### config.mk
export PLATFORM = sky130hd
export DESIGN_NAME = dacso_top
export DESIGN_NICKNAME = d
export VERILOG_FILES = /design/src/logic/dacso_pkg.sv /design/src/logic/dacso_top.sv
export VERILOG_INCLUDE_DIRS = /design/src /design/src/logic
export SDC_FILE = /design/constraint.sdc
export NUM_CORES = 1
export LEC_CHECK = 0
export ABC_AREA = 1
export BUFFER_PORTS_ARGS = -buffer_cell sky130_fd_sc_hd__buf_2
export CAP_MARGIN = 25
export CORE_AREA = 2 2 164 231
export DETAILED_ROUTE_END_ITERATION = 16
export DIE_AREA = 0 0 166 233
export HOLD_SLACK_MARGIN = 0.02
export MAX_ROUTING_LAYER = met4
export PLACE_DENSITY = 0.83
export SYNTH_ARGS = -nofsm -noshare
export SYNTH_HDL_FRONTEND = slang
export SYNTH_SLANG_ARGS = --single-unit
### constraint.sdc
create_clock -name i_ref_clk -period 2.45 [get_ports i_ref_clk]
set_input_delay 0.245 -clock i_ref_clk [delete_from_list [all_inputs] [get_ports i_ref_clk]]
set_output_delay 0.245 -clock i_ref_clk [all_outputs]
set_load 0.01 [all_outputs]
### src/logic/dacso_cfg.svh
// constants of the dual converter clock, sync and output block
// assumes one 100 MHz reference clock and byte-wide register access
`ifndef DACSO_CFG_SVH
`define DACSO_CFG_SVH

`define DACSO_CLK_PERIOD_NS   10
`define DACSO_CLK_MHZ         100
`define DACSO_DCS_MIN_MHZ     40
`define DACSO_DCS_RELOCK_NS   1500
`define DACSO_DCS_RELOCK_CYC  ((`DACSO_DCS_RELOCK_NS + `DACSO_CLK_PERIOD_NS - 1) / `DACSO_CLK_PERIOD_NS)
`define DACSO_DIV_MAX         8
`define DACSO_LATENCY         9
`define DACSO_STBY_WAKE_CYC   8
`define DACSO_WAKE_SHIFT      4

`define DACSO_ADDR_PWR        8'h08
`define DACSO_ADDR_DCS        8'h09
`define DACSO_ADDR_DIV        8'h0B
`define DACSO_ADDR_FMT        8'h14
`define DACSO_ADDR_SYNC       8'h3A
`define DACSO_ADDR_STAT       8'h3B

`define DACSO_SYNC_EN_BIT     1
`define DACSO_DCS_EN_BIT      0
`define DACSO_FMT_TWOS_BIT    0

`define DACSO_RST_PWR         2'h0
`define DACSO_RST_DCS         1'h1
`define DACSO_RST_DIV         3'h0
`define DACSO_RST_FMT         1'h0
`define DACSO_RST_SYNC        8'h00

`endif

### src/logic/dacso_pkg.sv
// types of the dual converter clock, sync and output block
// assumes dacso_cfg.svh is on the include path
package dacso_pkg;

  typedef logic [15:0] dacso_word_t;
  typedef logic signed [17:0] dacso_ana_t;

  typedef enum logic [1:0] {
    DACSO_PWR_RUN  = 2'h0,
    DACSO_PWR_DOWN = 2'h1,
    DACSO_PWR_WAKE = 2'h3,
    DACSO_PWR_STBY = 2'h2
  } dacso_pwr_e;

  typedef enum logic [2:0] {
    DACSO_SER_IDLE   = 3'h0,
    DACSO_SER_A_SET  = 3'h1,
    DACSO_SER_A_RISE = 3'h3,
    DACSO_SER_B_SET  = 3'h2,
    DACSO_SER_B_FALL = 3'h6
  } dacso_ser_e;

  typedef struct packed {
    dacso_word_t a;
    dacso_word_t b;
  } dacso_pair_s;

endpackage : dacso_pkg

### src/logic/dacso_top.sv
// clock divider, sync, stabilizer, power control and ddr output of a dual converter
// assumes synchronous inputs on i_ref_clk and a simple byte register port
//
// Function
// RULE_01 - divide sample clock by one to eight
// RULE_02 - sync enable bit resynchronizes divider
// RULE_03 - valid sync resets divider to start
// RULE_04 - sync input passes through synchronizer
// RULE_05 - controller sends sync aligned to clock
// RULE_06 - stabilizer gives fifty percent internal duty
// RULE_07 - stabilizer inoperative below forty megahertz
// RULE_08 - stabilizer relocks after frequency change
// RULE_09 - sleep pin or register powers down
// RULE_10 - outputs high impedance while powered down
// RULE_11 - wake time grows with down time
// RULE_12 - standby keeps reference, wakes faster; code waits a fixed 8 cycles, longer than after under 112 cycles down
// RULE_13 - register selects offset binary or twos
// RULE_14 - output appears nine sample clocks later
// RULE_15 - channel a valid at clock rise
// RULE_16 - channel b valid at clock fall
// RULE_17 - saturating codes, twos inverts top bit
// RULE_18 - sample taken on sample clock rise
`include "dacso_cfg.svh"

module dacso_top
  import dacso_pkg::*;
(
  input  wire logic        i_ref_clk,
  input  wire logic        i_rstn,
  input  wire logic        i_ce,
  input  wire logic        i_sleep_pin,
  input  wire logic        i_div_align,
  input  wire dacso_ana_t  i_ana_a,
  input  wire dacso_ana_t  i_ana_b,
  input  wire logic        i_reg_wr,
  input  wire logic        i_reg_rd,
  input  wire logic [7:0]  i_reg_addr,
  input  wire logic [7:0]  i_reg_wdata,
  output logic      [7:0]  o_reg_rdata,
  output logic             o_conv_clk,
  output logic             o_sample_stb,
  output dacso_word_t      o_sample_a,
  output dacso_word_t      o_sample_b,
  output logic             o_sample_vld,
  output dacso_word_t      o_dout,
  output logic             o_dout_oe,
  output logic             o_fwd_clk,
  output logic             o_fwd_clk_oe,
  output logic             o_dcs_locked,
  output logic             o_powered_down
);

  localparam int unsigned  RELOCK_CYC = `DACSO_DCS_RELOCK_CYC;
  localparam logic [7:0]   RELOCK_W   = 8'(RELOCK_CYC);
  localparam int unsigned  PIPE_DEPTH = `DACSO_LATENCY;
  localparam logic [15:0]  STBY_WAKE  = 16'(`DACSO_STBY_WAKE_CYC);

  // ---------------- functions ----------------
  // clip a signed core value into the 16-bit offset binary range
  function automatic dacso_word_t sat_offset(input dacso_ana_t v);
    dacso_word_t r;
    r = 16'h0000;
    if (v < -18'sd32768) begin
      r = 16'h0000;
    end else if (v > 18'sd32767) begin
      r = 16'hFFFF;
    end else begin
      r = {~v[15], v[14:0]};
    end
    return r;
  endfunction : sat_offset

  // offset binary or twos complement differ only in the top bit
  function automatic dacso_word_t fmt_word(input dacso_ana_t v, input logic twos);
    dacso_word_t r;
    r = sat_offset(v);
    r[15] = r[15] ^ twos;
    return r;
  endfunction : fmt_word

  // stabilizer works only when the divided rate is at least the floor
  function automatic logic dcs_rate_ok(input logic [2:0] ratio_m1);
    logic [7:0] ratio;
    ratio = {5'h00, ratio_m1} + 8'h01;
    return (16'(ratio) * 16'(`DACSO_DCS_MIN_MHZ)) <= 16'(`DACSO_CLK_MHZ);
  endfunction : dcs_rate_ok

  // ---------------- register file ----------------
  logic [1:0]  pwr_mode_r;
  logic        dcs_en_r;
  logic [2:0]  div_ratio_r;
  logic        fmt_twos_r;
  logic [7:0]  sync_ctrl_r;

  wire         wr_pwr    = i_reg_wr && (i_reg_addr == `DACSO_ADDR_PWR);
  wire         wr_dcs    = i_reg_wr && (i_reg_addr == `DACSO_ADDR_DCS);
  wire         wr_div    = i_reg_wr && (i_reg_addr == `DACSO_ADDR_DIV);
  wire         wr_fmt    = i_reg_wr && (i_reg_addr == `DACSO_ADDR_FMT);
  wire         wr_sync   = i_reg_wr && (i_reg_addr == `DACSO_ADDR_SYNC);
  wire         ratio_chg = wr_div && (i_reg_wdata[2:0] != div_ratio_r);

  always_ff @(posedge i_ref_clk or negedge i_rstn) begin
    if (!i_rstn) begin
      pwr_mode_r  <= `DACSO_RST_PWR;
      dcs_en_r    <= `DACSO_RST_DCS;
      div_ratio_r <= `DACSO_RST_DIV;
      fmt_twos_r  <= `DACSO_RST_FMT;
      sync_ctrl_r <= `DACSO_RST_SYNC;
    end else if (i_ce) begin
      if (wr_pwr) pwr_mode_r <= i_reg_wdata[1:0];
      if (wr_dcs) dcs_en_r <= i_reg_wdata[`DACSO_DCS_EN_BIT];
      // RULE_01 ratio one to eight
      if (wr_div) div_ratio_r <= i_reg_wdata[2:0];
      // RULE_13 output coding select
      if (wr_fmt) fmt_twos_r <= i_reg_wdata[`DACSO_FMT_TWOS_BIT];
      if (wr_sync) sync_ctrl_r <= i_reg_wdata;
    end
  end

  // ---------------- sync input ----------------
  logic sync_meta_r;
  logic sync_s_r;
  logic sync_d_r;

  // RULE_04 two-stage synchronizer
  always_ff @(posedge i_ref_clk or negedge i_rstn) begin
    if (!i_rstn) begin
      sync_meta_r <= 1'b0;
      sync_s_r    <= 1'b0;
      sync_d_r    <= 1'b0;
    end else if (i_ce) begin
      sync_meta_r <= i_div_align;
      sync_s_r    <= sync_meta_r;
      sync_d_r    <= sync_s_r;
    end
  end

  wire sync_en    = sync_ctrl_r[`DACSO_SYNC_EN_BIT];
  // RULE_02 gated by enable bit
  wire sync_pulse = sync_en && sync_s_r && !sync_d_r;

  // ---------------- clock divider ----------------
  logic [2:0] div_cnt_r;
  wire        div_wrap = (div_cnt_r >= div_ratio_r);
  wire        smp_stb  = (div_cnt_r == 3'h0);

  always_ff @(posedge i_ref_clk or negedge i_rstn) begin
    if (!i_rstn) begin
      div_cnt_r <= 3'h0;
    end else if (i_ce) begin
      // RULE_03 back to initial state
      if (sync_pulse || ratio_chg) begin
        div_cnt_r <= 3'h0;
      end else if (div_wrap) begin
        div_cnt_r <= 3'h0;
      end else begin
        div_cnt_r <= div_cnt_r + 3'h1;
      end
    end
  end

  // ---------------- duty-cycle stabilizer ----------------
  logic [7:0] relock_cnt_r;
  logic       dcs_locked_r;
  wire        dcs_ok     = dcs_en_r && dcs_rate_ok(div_ratio_r);
  wire [3:0]  half_ratio = ({1'b0, div_ratio_r} + 4'h2) >> 1;
  // RULE_06 regenerated falling edge
  wire        conv_dcs   = ({1'b0, div_cnt_r} < half_ratio);
  wire        conv_raw   = smp_stb;
  // RULE_08 bypass until relocked
  wire        conv_nxt   = (dcs_locked_r ? conv_dcs : conv_raw);

  always_ff @(posedge i_ref_clk or negedge i_rstn) begin
    if (!i_rstn) begin
      relock_cnt_r <= 8'h00;
      dcs_locked_r <= 1'b0;
    end else if (i_ce) begin
      // RULE_07 no lock below rate floor
      if (!dcs_ok || ratio_chg || wr_dcs) begin
        relock_cnt_r <= 8'h00;
        dcs_locked_r <= 1'b0;
      // RULE_08 fixed relock wait
      end else if (!dcs_locked_r) begin
        if (relock_cnt_r >= RELOCK_W - 8'h01) begin
          dcs_locked_r <= 1'b1;
        end else begin
          relock_cnt_r <= relock_cnt_r + 8'h01;
        end
      end
    end
  end

  // ---------------- power control ----------------
  dacso_pwr_e  pwr_r;
  dacso_pwr_e  pwr_nxt;
  logic [15:0] down_cnt_r;
  logic [15:0] wake_cnt_r;

  // RULE_09 pin or register request
  wire pd_req   = i_sleep_pin || (pwr_mode_r == 2'h1) || (pwr_mode_r == 2'h3);
  // RULE_12 standby only from register
  wire stby_req = !pd_req && (pwr_mode_r == 2'h2);
  wire running  = (pwr_r == DACSO_PWR_RUN);
  wire wake_done = (wake_cnt_r <= 16'h0001);
  // RULE_11 wake scales with time down
  wire [15:0] wake_load = (down_cnt_r >> `DACSO_WAKE_SHIFT) + 16'h0001;

  always_comb begin
    pwr_nxt = pwr_r;
    case (pwr_r)
      DACSO_PWR_RUN: begin
        if (pd_req) pwr_nxt = DACSO_PWR_DOWN;
        else if (stby_req) pwr_nxt = DACSO_PWR_STBY;
      end
      DACSO_PWR_DOWN: begin
        if (!pd_req) pwr_nxt = DACSO_PWR_WAKE;
      end
      DACSO_PWR_STBY: begin
        if (pd_req) pwr_nxt = DACSO_PWR_DOWN;
        else if (!stby_req) pwr_nxt = DACSO_PWR_WAKE;
      end
      DACSO_PWR_WAKE: begin
        if (pd_req) pwr_nxt = DACSO_PWR_DOWN;
        else if (stby_req) pwr_nxt = DACSO_PWR_STBY;
        else if (wake_done) pwr_nxt = DACSO_PWR_RUN;
      end
      default: pwr_nxt = DACSO_PWR_DOWN;
    endcase
  end

  always_ff @(posedge i_ref_clk or negedge i_rstn) begin
    if (!i_rstn) begin
      pwr_r      <= DACSO_PWR_RUN;
      down_cnt_r <= 16'h0000;
      wake_cnt_r <= 16'h0000;
    end else if (i_ce) begin
      pwr_r <= pwr_nxt;
      if (pwr_r == DACSO_PWR_DOWN) begin
        if (down_cnt_r != 16'hFFFF) down_cnt_r <= down_cnt_r + 16'h0001;
      end else if (pwr_r == DACSO_PWR_RUN) begin
        down_cnt_r <= 16'h0000;
      end
      // RULE_11 load wake delay on leaving down
      if (pwr_r == DACSO_PWR_DOWN && pwr_nxt == DACSO_PWR_WAKE) begin
        wake_cnt_r <= wake_load;
      // RULE_12 short fixed wake from standby
      end else if (pwr_r == DACSO_PWR_STBY && pwr_nxt == DACSO_PWR_WAKE) begin
        wake_cnt_r <= STBY_WAKE;
      end else if (pwr_r == DACSO_PWR_WAKE && !wake_done) begin
        wake_cnt_r <= wake_cnt_r - 16'h0001;
      end
    end
  end

  // ---------------- sampling and latency pipeline ----------------
  dacso_pair_s pipe_r [PIPE_DEPTH];
  logic [PIPE_DEPTH-1:0] pipe_v_r;
  // RULE_17 saturate and code both channels
  wire dacso_pair_s smp_pair = '{a: fmt_word(i_ana_a, fmt_twos_r),
                                 b: fmt_word(i_ana_b, fmt_twos_r)};
  // RULE_18 capture on sample clock rise
  wire         smp_take = smp_stb && running;

  always_ff @(posedge i_ref_clk or negedge i_rstn) begin
    if (!i_rstn) begin
      pipe_r[0]   <= '0;
      pipe_v_r[0] <= 1'b0;
    end else if (i_ce) begin
      if (!running) begin
        pipe_v_r[0] <= 1'b0;
      end else if (smp_take) begin
        pipe_r[0]   <= smp_pair;
        pipe_v_r[0] <= 1'b1;
      end
    end
  end

  // RULE_14 one stage per sample clock
  genvar gi;
  generate
    for (gi = 1; gi < PIPE_DEPTH; gi++) begin : g_pipe
      always_ff @(posedge i_ref_clk or negedge i_rstn) begin
        if (!i_rstn) begin
          pipe_r[gi]   <= '0;
          pipe_v_r[gi] <= 1'b0;
        end else if (i_ce) begin
          if (!running) begin
            pipe_v_r[gi] <= 1'b0;
          end else if (smp_take) begin
            pipe_r[gi]   <= pipe_r[gi-1];
            pipe_v_r[gi] <= pipe_v_r[gi-1];
          end
        end
      end
    end
  endgenerate

  dacso_pair_s out_pair_r;
  logic        out_vld_r;
  logic        conv_clk_r;
  logic        stb_r;

  always_ff @(posedge i_ref_clk or negedge i_rstn) begin
    if (!i_rstn) begin
      out_pair_r <= '0;
      out_vld_r  <= 1'b0;
      conv_clk_r <= 1'b0;
      stb_r      <= 1'b0;
    end else if (i_ce) begin
      conv_clk_r <= running && conv_nxt;
      stb_r      <= smp_take;
      // RULE_14 ninth sample clock presents word
      out_vld_r  <= smp_take && pipe_v_r[PIPE_DEPTH-1];
      if (smp_take && pipe_v_r[PIPE_DEPTH-1]) begin
        out_pair_r <= pipe_r[PIPE_DEPTH-1];
      end
    end
  end

  // ---------------- ddr serializer ----------------
  dacso_ser_e  ser_r;
  dacso_ser_e  ser_nxt;
  dacso_pair_s pend_r;
  logic        pend_v_r;
  dacso_pair_s cur_r;
  dacso_word_t dout_r;
  logic        fwd_r;

  always_comb begin
    ser_nxt = ser_r;
    case (ser_r)
      DACSO_SER_IDLE:   if (pend_v_r) ser_nxt = DACSO_SER_A_SET;
      DACSO_SER_A_SET:  ser_nxt = DACSO_SER_A_RISE;
      DACSO_SER_A_RISE: ser_nxt = DACSO_SER_B_SET;
      DACSO_SER_B_SET:  ser_nxt = DACSO_SER_B_FALL;
      DACSO_SER_B_FALL: ser_nxt = pend_v_r ? DACSO_SER_A_SET : DACSO_SER_IDLE;
      default:          ser_nxt = DACSO_SER_IDLE;
    endcase
  end

  wire ser_load = (ser_nxt == DACSO_SER_A_SET);

  always_ff @(posedge i_ref_clk or negedge i_rstn) begin
    if (!i_rstn) begin
      ser_r    <= DACSO_SER_IDLE;
      pend_r   <= '0;
      pend_v_r <= 1'b0;
      cur_r    <= '0;
      dout_r   <= 16'h0000;
      fwd_r    <= 1'b0;
    end else if (i_ce) begin
      if (!running) begin
        ser_r    <= DACSO_SER_IDLE;
        pend_v_r <= 1'b0;
        fwd_r    <= 1'b0;
      end else begin
        ser_r <= ser_nxt;
        // newest pair wins when words arrive faster than four cycles
        if (out_vld_r) begin
          pend_r   <= out_pair_r;
          pend_v_r <= 1'b1;
        end else if (ser_load) begin
          pend_v_r <= 1'b0;
        end
        if (ser_load) cur_r <= pend_r;
        case (ser_nxt)
          // RULE_15 a settles before rise
          DACSO_SER_A_SET:  dout_r <= pend_r.a;
          DACSO_SER_A_RISE: fwd_r <= 1'b1;
          // RULE_16 b settles before fall
          DACSO_SER_B_SET:  dout_r <= cur_r.b;
          DACSO_SER_B_FALL: fwd_r <= 1'b0;
          default:          fwd_r <= 1'b0;
        endcase
      end
    end
  end

  // ---------------- register read ----------------
  wire [7:0] stat_word = {4'h0, dcs_ok, running, pwr_r != DACSO_PWR_RUN, dcs_locked_r};
  logic [7:0] rd_mux;

  always_comb begin
    case (i_reg_addr)
      `DACSO_ADDR_PWR:  rd_mux = {6'h00, pwr_mode_r};
      `DACSO_ADDR_DCS:  rd_mux = {7'h00, dcs_en_r};
      `DACSO_ADDR_DIV:  rd_mux = {5'h00, div_ratio_r};
      `DACSO_ADDR_FMT:  rd_mux = {7'h00, fmt_twos_r};
      `DACSO_ADDR_SYNC: rd_mux = sync_ctrl_r;
      `DACSO_ADDR_STAT: rd_mux = stat_word;
      default:          rd_mux = 8'h00;
    endcase
  end

  always_ff @(posedge i_ref_clk or negedge i_rstn) begin
    if (!i_rstn) begin
      o_reg_rdata <= 8'h00;
    end else if (i_ce && i_reg_rd) begin
      o_reg_rdata <= rd_mux;
    end
  end

  // ---------------- outputs ----------------
  assign o_conv_clk     = conv_clk_r;
  assign o_sample_stb   = stb_r;
  assign o_sample_a     = out_pair_r.a;
  assign o_sample_b     = out_pair_r.b;
  assign o_sample_vld   = out_vld_r;
  assign o_dout         = dout_r;
  // RULE_10 drivers released while down
  assign o_dout_oe      = running;
  assign o_fwd_clk      = fwd_r;
  assign o_fwd_clk_oe   = running;
  assign o_dcs_locked   = dcs_locked_r;
  assign o_powered_down = !running;

endmodule : dacso_top

=== Word level (Yosys, flattened, before mapping) ===
Index checks and enable logic that the tools add are counted.

* Bits in registers: 473
* Bits of input ports: 59
* Logic and storage cells: 211

* Add/sub/neg operators: 7
* $mul: 1
* $lt $le $gt $ge: 9
* Equality and inequality tests: 28
* Multiplexer cells: 57
* Bitwise gates (word level): 4
* Reductions and logical operators: 51

{| class="wikitable"
|+ Operator list
! cell !! count
|-
| 16-bit 2-to-1 mux || 10
|-
| 8-bit one-hot mux with 6 select lines || 1
|-
| 18-bit by 16-bit > comparator with 1-bit output, second input constant || 2
|-
| 18-bit by 16-bit less-than comparator with 1-bit output, second input constant || 2
|-
| 16-bit one-hot mux with 2 select lines || 1
|-
| 1-bit 2-to-1 mux || 27
|-
| 8-bit by 4-bit equality test with 1-bit output, second input constant || 3
|-
| 8-bit 2-to-1 mux || 3
|-
| 2-bit AND reduction || 10
|-
| 3-bit AND reduction || 6
|-
| 1-bit logical AND || 17
|-
| 16-bit by 1-bit adder with 16-bit output, second input constant || 1
|-
| 8-bit by 6-bit equality test with 1-bit output, second input constant || 2
|-
| 16-bit by 1-bit <= comparator with 1-bit output, second input constant || 1
|-
| 2-bit 2-to-1 mux || 8
|-
| 16-bit inequality test, second input constant || 1
|-
| 16-bit by 1-bit subtractor with 16-bit output, second input constant || 1
|-
| 3-bit one-hot mux with 5 select lines || 1
|-
| 12-bit by 1-bit adder with 13-bit output, second input constant || 1
|-
| 3-bit by 2-bit equality test with 1-bit output, second input constant || 4
|-
| 3-bit 2-to-1 mux || 4
|-
| 2-bit equality test, second input constant || 5
|-
| 10-bit by 7-bit <= comparator with 1-bit output, second input constant || 1
|-
| 8-bit by 1-bit adder with 8-bit output, second input constant || 1
|-
| 26 further kinds || 44
|}

=== Longest topological paths before layout ===
Gate-level depths: netlist (run 1).

* Word-level depth: 12
* Depth in mapped cells: 11
* Mapped depth without buffers: 10

=== Worst setup path before layout (run 1) ===
No wires, ideal clock.

* Kind: reg2reg
* Start point: register pwr_r[1]
* End point: register out_pair_r (netlist bit o_sample_a[0])
* Arrival: 1.575 ns
* Required time: 2.327 ns
* Path slack: 0.752 ns
* Stages on the path, launching flop included: 11
* Buffers on the path: 2
* Clock period less this slack: 1.698 ns
* Cells stage by stage: dfrtp_1 > nor2_4 > inv_2 > nor2_8 > inv_4 > nor2_8 > nand2_1 > buf_2 > buf_2 > nor2_1 > a21oi_1

* Word-level cells in the longest chain between the ends: 4

{| class="wikitable"
|+ Ends and longest elaborated chain
! element !! RTL line !! text
|-
| start: declaration || dacso_top.sv:194 || <nowiki>dacso_pwr_e pwr_r;</nowiki>
|-
| start signal: assignment || dacso_top.sv:237 || <nowiki>pwr_r <= pwr_nxt;</nowiki>
|-
| 2-bit logical NOT || dacso_top.sv:203 || <nowiki>wire running = (pwr_r == DACSO_PWR_RUN);</nowiki>
|-
| via o_dout_oe || dacso_top.sv:46 || <nowiki>output logic o_dout_oe,</nowiki>
|-
| 1-bit logical AND || dacso_top.sv:262 || <nowiki>wire smp_take = smp_stb && running;</nowiki>
|-
| 1-bit logical AND || dacso_top.sv:314 || <nowiki>if (smp_take && pipe_v_r[PIPE_DEPTH-1]) begin</nowiki>
|-
| 2-bit AND reduction (no source line) || -- ||
|-
| end signal: assignment || dacso_top.sv:315 || <nowiki>out_pair_r <= pipe_r[PIPE_DEPTH-1];</nowiki>
|-
| end: declaration || dacso_top.sv:298 || <nowiki>dacso_pair_s out_pair_r;</nowiki>
|}

The timed path passes the listed nets, and every way through them passes these cells.
A chain may end at the register's enable or synchronous reset.

=== Worst setup path after layout (run 1) ===
* Start point: register div_cnt_r[0]
* End point: register pipe_r[284] (netlist bit)

* Word-level cells in the longest chain between the ends: 3

{| class="wikitable"
|+ Ends and longest elaborated chain
! element !! RTL line !! text
|-
| start: declaration || dacso_top.sv:143 || <nowiki>logic [2:0] div_cnt_r;</nowiki>
|-
| start signal: assignment || dacso_top.sv:157 || <nowiki>div_cnt_r <= div_cnt_r + 3'h1;</nowiki>
|-
| 3-bit logical NOT || dacso_top.sv:145 || <nowiki>wire smp_stb = (div_cnt_r == 3'h0);</nowiki>
|-
| 1-bit logical AND || dacso_top.sv:262 ||
|-
| 3-bit AND reduction (no source line) || -- ||
|-
| end: declaration || dacso_top.sv:256 || <nowiki>dacso_pair_s pipe_r [PIPE_DEPTH];</nowiki>
|}

Every way passes these cells.

==> impl_metrics.tcl, run 1 <==
set metrics [dict create \
    io_pins 123 \
    syn-mean-instance-area_sq_um 8.58 \
    maxCapViolCount 0 \
    dpl.hpwl_mm 26.0 \
    start_util_pct 54.7 \
    worstPathRequired_ns 2.92 \
    core-area_sq_mm 0.0365 \
    syn_area_sq_mm 0.0199 \
    antenna_found_initial 0 \
    dr.pass1.iters 6 \
    ys_seq_elements 473 \
    startpoint "div_cnt_r[0]" \
    totalWireLength_mm 40.5 \
    htreeDepth 2 \
    tightest_slew_ns 0.690 \
    grt_pass1_vias 14900 \
    chipHeight_um 233 \
    grt_pass1_wl_mm 69.4 \
    register_area_sq_mm 0.0118 \
    clk_latency_ns 0.56 \
    synth_seq_area_share_pct 59.4 \
    clk_pin_slew_worst_paths_ns 0.06 \
    slew_violations 0 \
    cts_tree "built" \
    r2r_setup_slack_ns 0.21 \
    grt_start_max_net_pins 129 \
    r2r_cells 9 \
    dr.first_iter.drc_count 1114 \
    yosys.cell_types.count 38 \
    final_antenna_net_count 0 \
    clk_path_buf_depth 3 \
    layout_setup_ws_ns 0.213 \
    multi_input_area_sq_mm 0.00693 \
    route.detailed.drc 0 \
    wl_met3_mm 1.54 \
    place_congestion 0.868 \
    fin_nets 2538 \
    hp-class "in2reg" \
    vias 15300 \
    hold_viol_final 0 \
    leakagePower_nw 12.2 \
    synth_nets 2400 \
    crit_type "reg2reg" \
    dieArea_sq_mm 0.0387 \
    crit_path_end_kind "register" \
    wl_per_cell_um 13.7 \
    fmax_ghz 0.447 \
    pre_cts_ws_ns 0.0689 \
    cts.sinks 473 \
    timing.final.crit_share_pct 91.3 \
    r2r_start "div_cnt_r[0]" \
    postCtsSetupBuffers 0 \
    max-slew-margin-rel_pct 54.0 \
    root_buffer "clkbuf_16" \
    fill_cells 2871 \
    finalSetupViolCount 0 \
    synthArstFlopShare_pct 100 \
    die_w_um 166 \
    wl_met1_mm 16.9 \
    port_buffers 122 \
    holdPathStages 3 \
    top_layer "met4" \
    setup_tns_ns 0 \
    hold_start "i_ana_b[4]" \
    status "completed" \
    skew_ns 0.0126 \
    wl_met2_mm 20.9 \
    rsz0062_at_grt "false" \
    finalCriticalPeriod_ns 2.24 \
    syn_inst 2325 \
    cts_buffers 43 \
    peakVddDrop_mv 0.675 \
    synth_edf_count 0 \
    synthFlopType "dfrtp_1" \
    track_usage_pct 21.9 \
    n_antenna_cell 0 \
    via_per_inst 5.16 \
    powerDensity_mw_per_mm2 918 \
    start_kind "register" \
    critical_path_arrival_ns 2.70 \
    rows 83 \
    layout-area-overhead-vs-synth_pct 14.4 \
    worstPathMaxFanout 97 \
    drive_above_1_share_pct 10.2 \
    grt_overflow 0 \
    yosysWarnings 0 \
]
==> report_power, final <==
| group | internal, mW | switching [mW] | leakage (nW) |
|---|---|---|---|
| Sequential | 9.75 | 1.13 | 6.22 |
| Combinational | 1.30 | 2.09 | 5.27 |
| Clock | 3.75 | 2.92 | 0.693 |
==> synthesized netlist by cell type (all sizes together) (15+ instances only) <==
| library cell | n | share of area, % |
|---|---|---|
| xor2 | 18 | 0.79 |
| a21oi | 75 | 2.0 |
| mux2 | 15 | 0.85 |
| dfrtp | 472 | 59 |
| nand3 | 74 | 1.9 |
| o21ai | 175 | 4.4 |
| buf | 72 | 2.1 |
| nand4 | 21 | 0.66 |
| inv | 172 | 3.2 |
| nand2 | 973 | 18 |
| clkbuf | 27 | 0.51 |
| ha | 16 | 1.0 |
| nor2 | 172 | 3.4 |
==> layer usage <==
layer	vias to the layer above	global-route usage, %
met1	7287	26.8
met3	88	2.94
met4	0	7.42
li1	7545	-
met5	-	-
met2	355	37.8
==> layout make-up <==
type                            instances  share of cell area, %
Clock buffer                           58                   5.36
Clock inverter                         20                  0.834
Inverter                              173                   2.89
Multi-Input combinational cell       1580                   30.4
Sequential cell                       473                   51.9
Tap cell                              467                   2.56
Timing Repair Buffer                  192                   6.08
==> worst paths after layout <==
kind | endpoint
max | pipe_r[284]
min | pipe_r[260]
max reg2reg | pipe_r[284]
min reg2reg | pipe_r[234]
max in group asynchronous | pipe_r[24]
min in group asynchronous | pipe_r[260]
==> worst max-delay path, cell delays in order (launching register included) <==
cell and delay [ns]:
dfrtp_1 0.42, inv_1 0.13, ha_1 0.18, inv_1 0.05, nor2_1 0.14, inv_1 0.12, nor2_8 0.24, buf_12 0.34
nand2_2 0.24, o21ai_0 0.22
==> placed cells by master (no fill, tap or decap), types with 21 or more instances in the layout <==
cell type | netlist | layout
a21oi_1 | 73 | 73
buf_2 | 59 | 121
clkbuf_16 | 0 | 43
dfrtp_1 | 472 | 472
dlygate4sd3_1 | 0 | 41
inv_1 | 166 | 166
nand2_1 | 972 | 969
nand3_1 | 74 | 74
nand4_1 | 21 | 21
nor2_1 | 169 | 169
o21ai_0 | 135 | 135
o21ai_1 | 40 | 40
==> cells by family after synthesis <==
kind of cell               count (synthesis)  synth area share [%]
AOI/OAI and AO/OA                        269                  6.98
and+or+nand+nor                         1250                  24.6
xor gates and xnor gates                  29                  1.27
muxes                                     16                 0.897
adders and majority gates                 16                  1.00
buffers and inverters                    272                  5.92
DFF                                      473                  59.4
==> through the flow <==
step	hold slack (ns)	std cells	power, mW	area [sq um]	util [%]
finish	0.0488	2963	20.9	22800	62.6
global placement	0.255	2844	14.0	21000	57.6
detailed placement	0.261	2844	14.3	21000	57.6
global route	0.0820	2963	22.2	22800	62.6
floorplan	-0.0506	2325	13.2	19900	-
CTS	0.0424	2963	21.1	22800	62.6
==> flip-flops by register name, indices dropped and copies added, names as in the netlist, 8 cells and up <==
signal / count
relock_cnt_r: 8
pend_r: 32
wake_cnt_r: 16
pipe_r: 288
pipe_v_r: 9
o_dout: 16
o_reg_rdata: 8
sync_ctrl_r: 8
down_cnt_r: 16
o_sample_b: 16
cur_r: 16
o_sample_a: 16
==> what timing repair did <==
item                                    in CTS  in global routing
endpoints found under the setup margin       0                 15
endpoints found under the hold margin      104                  0
hold buffers                                41                  0
gates resized for setup                      0                  1
No activity file was read; power rests on OpenSTA's default activity.
==> inputs of run 2 (changes only) <==
- clock period: 2.45 -> 2.29 ns (I/O delays scaled with it)
==> run 2 against run 1 <==
Against the previous run:
- non-clock buffer count increased by 11
- sequential power increased by 6%
- cell count increased by 0.24%
- first-iteration DRC count decreased by 0.27%
- largest cell class unchanged
- sequential cell count unchanged
- global-route usage increased by 0.37 points
- setup slack got worse by 0.032 ns
- combinational power increased by 7.4%
==> impl_metrics.tcl, run 2 (synthesis gave the netlist of run 1 again) <==
set metrics [dict create \
    skew_ns 0.0215 \
    slew_violations 0 \
    dr.first_iter.drc_count 1111 \
    start_util_pct 54.7 \
    dieArea_sq_mm 0.0387 \
    place_congestion 0.859 \
    critical_path_arrival_ns 2.58 \
    pwr-share-comb_pct 16.3 \
    grt_pass1_wl_mm 70.8 \
    clk_pin_slew_worst_paths_ns 0.07 \
    tightest_slew_ns 0.577 \
    route.detailed.drc 0 \
    layout_common_cells "nand2_1, dfrtp_1, nor2_1" \
    fin_nets 2549 \
    postCtsSetupBuffers 0 \
    internal-power_mw 15.8 \
    r2r_cells 8 \
    max-slew-margin-rel_pct 61.6 \
    antenna_found_initial 0 \
    fmax_ghz 0.474 \
    pwr-share-seq_pct 52.1 \
    timing.final.crit_share_pct 92.1 \
    fill_cells 2813 \
    hold_viol_final 0 \
    finalSetupViolCount 0 \
    grt_pass1_vias 15200 \
    io_pins 123 \
    switching_share_pct 29.2 \
    chipHeight_um 233 \
    final_antenna_net_count 0 \
    crit_path_end_kind "register" \
    reg_top3 "pipe_r x288, pend_r x32" \
    powerDensity_mw_per_mm2 975 \
    largest_register "pipe_r" \
    rows 83 \
    start_kind "register" \
    wl_per_cell_um 13.8 \
    maxCapViolCount 0 \
    dr.pass1.iters 7 \
    setup_tns_ns 0 \
    largest_reg_flops 288 \
    core-area_sq_mm 0.0365 \
    peakVddDrop_mv 0.726 \
    r2r_start "pwr_r[1]" \
    dpl.hpwl_mm 26.9 \
    cts_tree "built" \
    hold_start "i_reg_wdata[1]" \
    drive_above_1_share_pct 10.3 \
    root_buffer "clkbuf_16" \
    clk_latency_ns 0.56 \
    clockPowerShare_pct 31.6 \
    leakagePower_nw 12.2 \
    register_area_sq_mm 0.0118 \
    startpoint "pwr_r[1]" \
    track_usage_pct 22.3 \
    vias 15400 \
    grt_start_max_net_pins 93 \
    cts_buffers 43 \
    finalCriticalPeriod_ns 2.11 \
    placed_area_sq_mm 0.0211 \
    cts.sinks 473 \
    holdPathStages 3 \
    rsz0062_at_grt "false" \
    port_buffers 122 \
    clk_path_buf_depth 3 \
    totalWireLength_mm 40.9 \
    r2r_setup_slack_ns 0.18 \
    worstPathRequired_ns 2.76 \
    mostFrequentLayoutCell "nand2_1" \
    final_area_sq_mm 0.0229 \
    multi_input_area_sq_mm 0.00693 \
    grt_overflow 0 \
    via_per_inst 5.17 \
    status "completed" \
    die_w_um 166 \
    p_sw_mw 6.53 \
    htreeDepth 2 \
    layout-area-overhead-vs-synth_pct 14.8 \
    hp-class "in2reg" \
    worstPathMaxFanout 15 \
    crit_type "reg2reg" \
    n_antenna_cell 0 \
]
## run 2: cell count changes in the layout (fill, tap and decap cells not counted), sizes merged
cell	delta
buf	+11
clkinv	-6
clkbuf	+3
clkinvlp	-1
## run 2: cell type report
cell class	count	area share [%]
well taps	467	2.55
inverters	173	2.88
flip-flops and latches	473	51.7
clock inverters	13	0.683
clock buffers	61	5.30
repair buffers	203	6.58
multi-input cells	1580	30.3
## run 2: routing by layer
layer	wire [um]	up-vias	GRT usage, %
met3	1660	106	2.84
li1	-	7561	-
met5	0	-	-
met4	1370	0	7.99
met1	17200	7329	27.4
met2	20600	373	38.2
## run 2: through the flow
step                      instances  utilization, %  total power [mW]  setup WS [ns]  hold WS [ns]
after floorplan                2325               -              14.1          0.592       -0.0666
after global placement         2855            57.9              15.0          0.294         0.198
after detailed placement       2855            57.9              15.3          0.146         0.198
after CTS                      2970            62.8              22.5          0.144        0.0268
after global routing           2970            62.8              23.7         0.0142        0.0532
final                          2970            62.8              22.3          0.181        0.0378
## run 2: final timing paths
kind / to
min in group asynchronous: pipe_r[197]
max reg2reg: pipe_r[260]
max in group asynchronous: pipe_r[121]
min reg2reg: pipe_r[94]
min: pwr_mode_r[1]
max: pipe_r[260]
## run 2: repair_timing
item	CTS	global route
gates resized for setup	0	1
setup endpoints to repair	0	5
hold buffers	41	0
hold endpoints to repair	92	0
## run 2: power groups by stage
stage | combinational (mW) | sequential [mW] | clock [mW]
final | 3.64 | 11.6 | 7.05
after global routing | 4.28 | 11.9 | 7.51
after CTS | 3.70 | 11.6 | 7.15
after detailed placement | 3.59 | 11.7 | 0
after global placement | 3.35 | 11.6 | 0
after floorplan | 2.63 | 11.5 | 0
## run 2: worst max-delay path, cell delays in order, from the launching register on
cell     delay (ns)
dfrtp_1        0.48
nor2_4         0.25
inv_2          0.13
nor2_8         0.15
inv_4          0.07
nor2_8         0.19
buf_4          0.23
nand2_1        0.28
o21ai_0        0.24
